===== config.mk =====
export PLATFORM = sky130hd
export DESIGN_NAME = wdrs_watchdog
export DESIGN_NICKNAME = d
export VERILOG_FILES = /design/src/design/wdrs_pkg.sv /design/src/design/wdrs_timer0.sv /design/src/design/wdrs_watchdog.sv
export SDC_FILE = /design/constraint.sdc
export NUM_CORES = 1
export LEC_CHECK = 0
export BUFFER_PORTS_ARGS = -buffer_cell sky130_fd_sc_hd__buf_2
export CELL_PAD_IN_SITES_DETAIL_PLACEMENT = 1
export CELL_PAD_IN_SITES_GLOBAL_PLACEMENT = 2
export CORE_ASPECT_RATIO = 0.8
export CORE_UTILIZATION = 29
export CTS_CLUSTER_DIAMETER = 50
export DETAILED_ROUTE_END_ITERATION = 6
export PLACE_DENSITY_LB_ADDON = 0.1
export SETUP_SLACK_MARGIN = 0.15
export SYNTH_ARGS = -nofsm -noshare
export SYNTH_HDL_FRONTEND = slang
export SYNTH_SLANG_ARGS = --single-unit

===== constraint.sdc =====
create_clock -name clk_sys -period 4.5 [get_ports clk_sys]
set_input_delay 1.35 -clock clk_sys [delete_from_list [all_inputs] [get_ports clk_sys]]
set_output_delay 1.35 -clock clk_sys [all_outputs]
set_load 0.01 [all_outputs]

===== src/design/wdrs_pkg.sv =====
// Package: register map, field positions, reset values and event types
package wdrs_pkg;

  // ************************************************************
  // Register map (byte-wide registers, 4-bit address)
  // ************************************************************
  localparam logic [3:0] ADDR_T0_CTRL = 4'h0;
  localparam logic [3:0] ADDR_RELOAD = 4'h1;
  localparam logic [3:0] ADDR_SERVICE = 4'h2;
  localparam logic [3:0] ADDR_CONFIG = 4'h3;
  localparam logic [3:0] ADDR_IRQ_STATUS = 4'h4;
  localparam logic [3:0] ADDR_IRQ_MASK = 4'h5;
  localparam logic [3:0] ADDR_COUNT = 4'h6;
  localparam logic [3:0] ADDR_T0_PRESET = 4'h7;

  // ************************************************************
  // Field positions
  // ************************************************************
  localparam int T0_RESTART_BIT = 0;
  localparam int T0_FREEZE_EN_BIT = 5;
  localparam int CFG_CLK_SEL_BIT = 0;
  localparam int CFG_MATCH_EN_BIT = 1;
  localparam int CFG_RUNNING_BIT = 7;
  localparam int EVT_BAD_PATTERN_BIT = 0;
  localparam int EVT_DOUBLE_SVC_BIT = 1;
  localparam int EVT_EXPIRE_BIT = 2;

  // ************************************************************
  // Reset values and constants
  // ************************************************************
  localparam logic [7:0] RELOAD_RST = 8'h0F;
  localparam logic [7:0] SERVICE_PATTERN = 8'h5C;
  localparam logic [7:0] T0_PRESET_RST = 8'h00;
  localparam logic [2:0] EVT_NONE = 3'h0;
  localparam logic [7:0] BYTE_ZERO = 8'h00;

  // ************************************************************
  // Types
  // ************************************************************
  typedef enum logic
  {
    WDRS_IDLE = 1'b0,
    WDRS_RUN = 1'b1
  } wdrs_state_t;

  typedef struct packed
  {
    logic expire;
    logic doubleService;
    logic badPattern;
  } wdrs_evt_t;

  typedef struct packed
  {
    logic [3:0] addr;
    logic [7:0] wdata;
    logic write;
    logic read;
  } wdrs_bus_t;

endpackage


===== src/design/wdrs_timer0.sv =====
// Timer 0: divides the timer input clock tick by one plus the preset
`timescale 1ns/10ps

module wdrs_timer0
#(
  parameter int T0_W = 8
)
(
  input wire logic clk_sys,
  input wire logic rst,
  input wire logic inTick,
  input wire logic freezeIn,
  input wire logic freezeEnable,
  input wire logic restart,
  input wire logic [T0_W-1:0] preset,
  output logic outTick,
  output logic [T0_W-1:0] count
);

  initial
  begin
    if (T0_W < 1 || T0_W > 8)
      $error("wdrs_timer0: T0_W must lie in 1..8");
  end

  logic frozen;
  logic [T0_W-1:0] count_r;

  // Freeze only counts when the enable bit allows it
  assign frozen = freezeEnable & freezeIn;
  assign outTick = inTick & ~frozen & (count_r == '0);
  assign count = count_r;

  always_ff @(posedge clk_sys or posedge rst)
  begin
    if (rst)
      count_r <= '0;
    else if (restart)
      count_r <= preset;
    else if (inTick && !frozen)
    begin
      if (count_r == '0)
        count_r <= preset;
      else
        count_r <= count_r - 1'b1;
    end
  end

endmodule // wdrs_timer0


===== src/design/wdrs_watchdog.sv =====
// Watchdog reload, service match and timer 0 freeze control
`timescale 1ns/10ps

// Overview of operation
// - With freeze enable set, timer 0 halts while freeze input is high.
// - Freeze enable bit is zero after reset.
// - Write-only reload register value reloads the counter on each service.
// - Watchdog idle after reset; first reload write starts it.
// - Later reload writes restart the count from the new value.
// - Reload register holds 0F hex after reset.
// - With match enable, writing 5C hex services and reloads the counter.
// - With match enable, any other written value raises a watchdog error.
// - Two service writes within one watchdog clock raise an error.
// - With match enable clear, service writes are ignored entirely.
// - Config bit selects timer input clock or timer 0 output clock.
module wdrs_watchdog
#(
  parameter int CNT_W = 8,
  parameter int T0_W = 8
)
(
  input wire logic clk_sys,
  input wire logic rst,
  input wire logic [3:0] regAddr,
  input wire logic [7:0] regWriteData,
  input wire logic regWrite,
  input wire logic regRead,
  output logic [7:0] regReadData,
  input wire logic timerInTick,
  input wire logic freezeIn,
  output logic watchdogError,
  output logic irq
);

  initial
  begin
    if (CNT_W != 8)
      $error("wdrs_watchdog: CNT_W must be 8 to match the reload byte");
    if (T0_W < 1 || T0_W > 8)
      $error("wdrs_watchdog: T0_W must lie in 1..8");
  end

  // ************************************************************
  // Helpers
  // ************************************************************
  function automatic logic hit(input logic [3:0] addr,
                               input logic [3:0] offset);
    hit = (addr == offset);
  endfunction

  // ************************************************************
  // Declarations
  // ************************************************************
  wdrs_pkg::wdrs_bus_t bus;
  wdrs_pkg::wdrs_state_t state_r;
  wdrs_pkg::wdrs_state_t state_nxt;
  wdrs_pkg::wdrs_evt_t events;
  logic freezeEnable_r;
  logic timerRestart;
  logic clockSelect_r;
  logic matchEnable_r;
  logic [7:0] reloadValue_r;
  logic [CNT_W-1:0] counter_r;
  logic [T0_W-1:0] t0Preset_r;
  logic [T0_W-1:0] t0Count;
  logic [2:0] irqStatus_r;
  logic [2:0] irqMask_r;
  logic serviceSeen_r;
  logic watchdogError_r;
  logic [7:0] readData_r;
  logic [7:0] readMux;
  logic timerOutTick;
  logic wdTick;
  logic reloadWrite;
  logic serviceWrite;
  logic serviceOk;
  logic expiring;

  assign bus.addr = regAddr;
  assign bus.wdata = regWriteData;
  assign bus.write = regWrite;
  assign bus.read = regRead;

  assign reloadWrite = bus.write & hit(bus.addr, wdrs_pkg::ADDR_RELOAD);
  // Disabled matching swallows the write without side effect
  assign serviceWrite = bus.write & matchEnable_r &
    hit(bus.addr, wdrs_pkg::ADDR_SERVICE);
  assign timerRestart = bus.write & hit(bus.addr, wdrs_pkg::ADDR_T0_CTRL) &
    bus.wdata[wdrs_pkg::T0_RESTART_BIT];

  // ************************************************************
  // Timer 0 and watchdog clock
  // ************************************************************
  wdrs_timer0
  #(
    .T0_W(T0_W)
  )
  u_timer0
  (
    .clk_sys(clk_sys),
    .rst(rst),
    .inTick(timerInTick),
    .freezeIn(freezeIn),
    .freezeEnable(freezeEnable_r),
    .restart(timerRestart),
    .preset(t0Preset_r),
    .outTick(timerOutTick),
    .count(t0Count)
  );

  assign wdTick = clockSelect_r ? timerInTick : timerOutTick;

  // ************************************************************
  // Configuration registers
  // ************************************************************
  always_ff @(posedge clk_sys or posedge rst)
  begin
    if (rst)
      freezeEnable_r <= 1'b0;
    else if (bus.write && hit(bus.addr, wdrs_pkg::ADDR_T0_CTRL))
      freezeEnable_r <= bus.wdata[wdrs_pkg::T0_FREEZE_EN_BIT];
  end

  always_ff @(posedge clk_sys or posedge rst)
  begin
    if (rst)
    begin
      clockSelect_r <= 1'b0;
      matchEnable_r <= 1'b0;
    end
    else if (bus.write && hit(bus.addr, wdrs_pkg::ADDR_CONFIG))
    begin
      clockSelect_r <= bus.wdata[wdrs_pkg::CFG_CLK_SEL_BIT];
      matchEnable_r <= bus.wdata[wdrs_pkg::CFG_MATCH_EN_BIT];
    end
  end

  always_ff @(posedge clk_sys or posedge rst)
  begin
    if (rst)
      t0Preset_r <= wdrs_pkg::T0_PRESET_RST[T0_W-1:0];
    else if (bus.write && hit(bus.addr, wdrs_pkg::ADDR_T0_PRESET))
      t0Preset_r <= bus.wdata[T0_W-1:0];
  end

  always_ff @(posedge clk_sys or posedge rst)
  begin
    if (rst)
      reloadValue_r <= wdrs_pkg::RELOAD_RST;
    else if (reloadWrite)
      reloadValue_r <= bus.wdata;
  end

  // ************************************************************
  // Watchdog run state
  // ************************************************************
  always_comb
  begin
    state_nxt = state_r;
    unique case (state_r)
      wdrs_pkg::WDRS_IDLE:
      begin
        if (reloadWrite)
          state_nxt = wdrs_pkg::WDRS_RUN;
      end
      wdrs_pkg::WDRS_RUN:
      begin
        state_nxt = wdrs_pkg::WDRS_RUN;
      end
    endcase
  end

  always_ff @(posedge clk_sys or posedge rst)
  begin
    if (rst)
      state_r <= wdrs_pkg::WDRS_IDLE;
    else
      state_r <= state_nxt;
  end

  // ************************************************************
  // Service checking and error events
  // ************************************************************
  // A second write in one watchdog clock is refused, even if it matches;
  // a write on the tick itself opens the next window, so it is not double
  assign serviceOk = serviceWrite & ~(serviceSeen_r & ~wdTick) &
    (bus.wdata == wdrs_pkg::SERVICE_PATTERN);
  assign expiring = (state_r == wdrs_pkg::WDRS_RUN) & wdTick &
    (counter_r == '0) & ~reloadWrite & ~serviceOk;

  always_comb
  begin
    events.badPattern = serviceWrite &
      (bus.wdata != wdrs_pkg::SERVICE_PATTERN);
    events.doubleService = serviceWrite & serviceSeen_r &
      ~wdTick;
    events.expire = expiring;
  end

  // Window of one watchdog clock; a write on the tick opens the next one
  always_ff @(posedge clk_sys or posedge rst)
  begin
    if (rst)
      serviceSeen_r <= 1'b0;
    else if (serviceWrite)
      serviceSeen_r <= 1'b1;
    else if (wdTick)
      serviceSeen_r <= 1'b0;
  end

  // ************************************************************
  // Watchdog counter
  // ************************************************************
  always_ff @(posedge clk_sys or posedge rst)
  begin
    if (rst)
      counter_r <= wdrs_pkg::RELOAD_RST;
    else if (reloadWrite)
      counter_r <= bus.wdata;
    else if (serviceOk && state_r == wdrs_pkg::WDRS_RUN)
      counter_r <= reloadValue_r;
    else if (state_r == wdrs_pkg::WDRS_RUN && wdTick)
    begin
      // Reload after expiry so errors repeat once per full period
      if (counter_r == '0)
        counter_r <= reloadValue_r;
      else
        counter_r <= counter_r - 1'b1;
    end
  end

  // ************************************************************
  // Error output and interrupt
  // ************************************************************
  always_ff @(posedge clk_sys or posedge rst)
  begin
    if (rst)
      watchdogError_r <= 1'b0;
    else
      watchdogError_r <= |events;
  end

  // New events win over a clear in the same cycle
  always_ff @(posedge clk_sys or posedge rst)
  begin
    if (rst)
      irqStatus_r <= wdrs_pkg::EVT_NONE;
    else if (bus.write && hit(bus.addr, wdrs_pkg::ADDR_IRQ_STATUS))
      irqStatus_r <= (irqStatus_r & ~bus.wdata[2:0]) | events;
    else
      irqStatus_r <= irqStatus_r | events;
  end

  always_ff @(posedge clk_sys or posedge rst)
  begin
    if (rst)
      irqMask_r <= wdrs_pkg::EVT_NONE;
    else if (bus.write && hit(bus.addr, wdrs_pkg::ADDR_IRQ_MASK))
      irqMask_r <= bus.wdata[2:0];
  end

  assign irq = |(irqStatus_r & irqMask_r);
  assign watchdogError = watchdogError_r;

  // ************************************************************
  // Read path
  // ************************************************************
  always_comb
  begin
    readMux = wdrs_pkg::BYTE_ZERO;
    unique case (bus.addr)
      wdrs_pkg::ADDR_T0_CTRL:
        readMux[wdrs_pkg::T0_FREEZE_EN_BIT] = freezeEnable_r;
      wdrs_pkg::ADDR_CONFIG:
      begin
        readMux[wdrs_pkg::CFG_CLK_SEL_BIT] = clockSelect_r;
        readMux[wdrs_pkg::CFG_MATCH_EN_BIT] = matchEnable_r;
        readMux[wdrs_pkg::CFG_RUNNING_BIT] =
          (state_r == wdrs_pkg::WDRS_RUN);
      end
      wdrs_pkg::ADDR_IRQ_STATUS:
        readMux[2:0] = irqStatus_r;
      wdrs_pkg::ADDR_IRQ_MASK:
        readMux[2:0] = irqMask_r;
      wdrs_pkg::ADDR_COUNT:
        readMux = counter_r;
      wdrs_pkg::ADDR_T0_PRESET:
        readMux[T0_W-1:0] = t0Count;
      default:
        readMux = wdrs_pkg::BYTE_ZERO;
    endcase
  end

  // Write-only and unmapped addresses read as zero
  always_ff @(posedge clk_sys or posedge rst)
  begin
    if (rst)
      readData_r <= wdrs_pkg::BYTE_ZERO;
    else if (bus.read)
      readData_r <= readMux;
    else
      readData_r <= wdrs_pkg::BYTE_ZERO;
  end

  assign regReadData = readData_r;

endmodule // wdrs_watchdog


==> impl_metrics.tcl <==
set metrics [dict create \
    wl_met1_um 5120 \
    fp.coreArea_um2 9690 \
    cp_num_cells 6 \
    arrival_ns 3.33 \
    routedWlPerCell_um 20.6 \
    synth_cells 287 \
    clock_skew_ns 0.00389 \
    grt-ovfl-total 0 \
    setup_viol 0 \
    seqCellArea_um2 1310 \
    power.density_nw_per_um2 454 \
    critical_path_buf_inv_count 1 \
    numCtsBuffers 5 \
    track_usage_pct 19.1 \
    ys_seq_area_share_pct 45.0 \
    drv_cap 0 \
    vdd_drop_max_uv 148 \
    yosys.area.top_type "dfrtp_1" \
    place.gp.congestion 0.781 \
    min_period_ns 3.13 \
    critPathKind "input port to flip-flop" \
    clk_pin_slew_worst_paths_ns 0.07 \
    final_util_pct 34.1 \
    worstSetupEndpoint "counter_r[1]$_DFFE_PP1P_" \
    slowest_delay_ns 0.56 \
    wl_um 9230 \
    clk-insertion-delay-late_ns 0.29 \
    timing.fmax_mhz 319 \
    cts-root-buf "clkbuf_16" \
    tightest_slew_ns 0.887 \
    synthFlopType "dfrtp_1" \
    final.period_utilization_pct 69.6 \
    cp-startpoint "regWriteData[5]" \
    hold_viol_final 0 \
    via_per_inst 5.39 \
    dieArea_um2 10500 \
    whs_ns 0.470 \
    post_cts_buffers 0 \
    dp.final_hpwl_um 7040 \
    drt_iter0_drc 115 \
    die_y_um 91.7 \
    placed_cell_area_um2 3150 \
    antenna_found_initial 0 \
    yosysWarningCount 0 \
    cts_buffer_depth 2 \
    fin_area_um2 3300 \
    worstPathCellList "buf_2, or4bb_4, nor4_4, and3_1, o21ai_0, o211ai_1" \
    cts_tree "built" \
    start_kind "input port" \
    die_w_um 114 \
    diodes 0 \
    port_buffers 27 \
    grt_pass1_vias 2440 \
    reg2reg_to "counter_r[3]$_DFFE_PP1P_" \
    layout.nets 334 \
    drc_errors 0 \
    top_layer_used "met4" \
    hold_class "flip-flop to flip-flop" \
    area_growth_syn_to_layout_pct 13.3 \
    synth_edf_count 0 \
    cts_num_sinks 52 \
    syn_area_um2 2910 \
    grt_pass1_wl_um 14700 \
    end_kind "flip-flop" \
    synth.distinct_cells 61 \
    initial_core_util_pct 30.1 \
    crit_slowest_cell "or4bb_4" \
    rsz0062_at_grt "false" \
    rows 32 \
    synthTopCellsByArea "dfrtp_1 (38%), dfstp_2 (7.2%), mux2_2 (6.2%)" \
    htree_levels 2 \
    r2r_start "u_timer0.count[0]$_DFFE_PP0P_" \
    reg2regPathDepth 7 \
    crit_family "simple AND/OR/NAND/NOR gates" \
    firstDrtPassIters 4 \
    ant_nets 0 \
    cp_max_fo 7 \
    syn_nets 309 \
    fin_tns_setup_ns 0 \
    dpl.cell_count 441 \
    wl_met3_um 282 \
    synth_top_area_share_pct 37.8 \
    async_reset_ff_share_pct 100 \
    required_ns 4.70 \
    p_leak_nw 1.45 \
    avgSynthCellArea_um2 10.2 \
    drive_above_1_share_pct 25.6 \
    grt_max_degree 31 \
    outcome "complete, no violations" \
    cts_resized 0 \
    slew_headroom_pct 40.5 \
    finalNonFillerCells 449 \
    postCtsHoldBufs 0 \
    wl_met2_um 3750 \
    num_io_pins 28 \
    vias 2420 \
    fillers 1123 \
    multi_input_area_um2 1460 \
    slew_violations 0 \
    r2r_slack_ns 1.96 \
    ys_ff_latch 52 \
]
worst min path at each step:
stage	startpoint	to	slack, ns	cells past startpoint
after floorplan	reloadValue_r[3]$_DFFE_PP1P_	reloadValue_r[3]$_DFFE_PP1P_	0.44	2
after global placement	reloadValue_r[1]$_DFFE_PP1P_	reloadValue_r[1]$_DFFE_PP1P_	0.46	2
after detailed placement	reloadValue_r[3]$_DFFE_PP1P_	reloadValue_r[3]$_DFFE_PP1P_	0.46	2
after CTS	reloadValue_r[3]$_DFFE_PP1P_	reloadValue_r[3]$_DFFE_PP1P_	0.47	2
after global routing	reloadValue_r[1]$_DFFE_PP1P_	reloadValue_r[1]$_DFFE_PP1P_	0.50	2
final	reloadValue_r[1]$_DFFE_PP1P_	reloadValue_r[1]$_DFFE_PP1P_	0.47	2
kinds of logic after synthesis:
group | synth area share, %
simple gates | 21.2
compound gates | 16.6
flops | 45.0
mux | 10.6
buf+inv | 4.98
fa+ha+maj | 1.72
sequential cells by signal (all words and copies together) (netlist names):
name,count
serviceSeen_r,1
irqStatus_r,3
u_timer0.count,8
irqMask_r,3
matchEnable_r,1
regReadData,8
freezeEnable_r,1
state_r,1
reloadValue_r,8
clockSelect_r,1
t0Preset_r,8
watchdogError,1
counter_r,8
cells in the final DEF, fill, tap and decap left out, drive strengths merged, types with 6 or more instances in the layout:
cell type / count
nor2: 12
nand3: 19
buf: 31
and3: 8
mux2i: 6
clkbuf: 8
inv: 11
mux2: 16
dfstp: 8
dfrtp: 44
nand2: 41
a21oi: 6
o21ai: 18
a22oi: 7
stage by stage:
step | total power, mW | worst slack (ns)
3_3_place_gp | 1.10 | 1.04
6_report | 1.50 | 1.37
5_1_grt | 1.59 | 1.22
2_1_floorplan | 0.943 | 1.50
3_5_place_dp | 1.10 | 1.10
4_1_cts | 1.52 | 1.37
Yosys cell counts (2+ instances only):
cell type / instances
a211oi_1: 2
a21oi_1: 6
a22oi_1: 7
a311oi_1: 2
a31o_2: 2
a31oi_1: 5
a32oi_1: 2
and3_1: 7
buf_6: 3
clkbuf_1: 5
clkbuf_8: 3
dfrtp_1: 44
dfstp_2: 8
ha_1: 4
inv_1: 11
mux2_2: 16
mux2i_1: 6
mux4_2: 3
nand2_1: 41
nand2b_1: 2
nand3_1: 18
nand4_1: 5
nor2_1: 12
nor2b_1: 4
nor3_1: 4
nor3b_1: 3
nor4_1: 3
o211ai_1: 4
o21ai_0: 17
o2bb2ai_1: 4
o311ai_0: 3
or3_1: 2
per-layer routing:
layer / global-route usage (%) / vias to the layer above
li1: - / 1119
met1: 30.6 / 1244
met2: 26.4 / 49
met3: 2.97 / 8
met4: 3.90 / 0
met5: 0 / -
final cells by class:
cell class                      instances  area share [%]
Sequential cell                        52            39.7
Clock buffer                            8            4.74
Tap cell                              136            5.15
Timing Repair Buffer                   31            5.00
Multi-Input combinational cell        211            44.1
Inverter                               11            1.25
worst reg2reg max path: stages, from the launching register on:
cell	delay [ns]
dfrtp_1	0.39
inv_1	0.09
ha_1	0.22
nor3b_1	0.16
a31o_2	0.33
a311oi_1	0.80
o311ai_0	0.29
o2111ai_1	0.18
power by group:
| group | total (mW) | internal (mW) | switching [mW] |
|---|---|---|---|
| combinational | 0.371 | 0.165 | 0.206 |
| clock | 0.408 | 0.237 | 0.171 |
| sequential | 0.722 | 0.589 | 0.132 |
| total | 1.50 | 0.992 | 0.509 |
No activity file was read; power rests on OpenSTA's default activity.
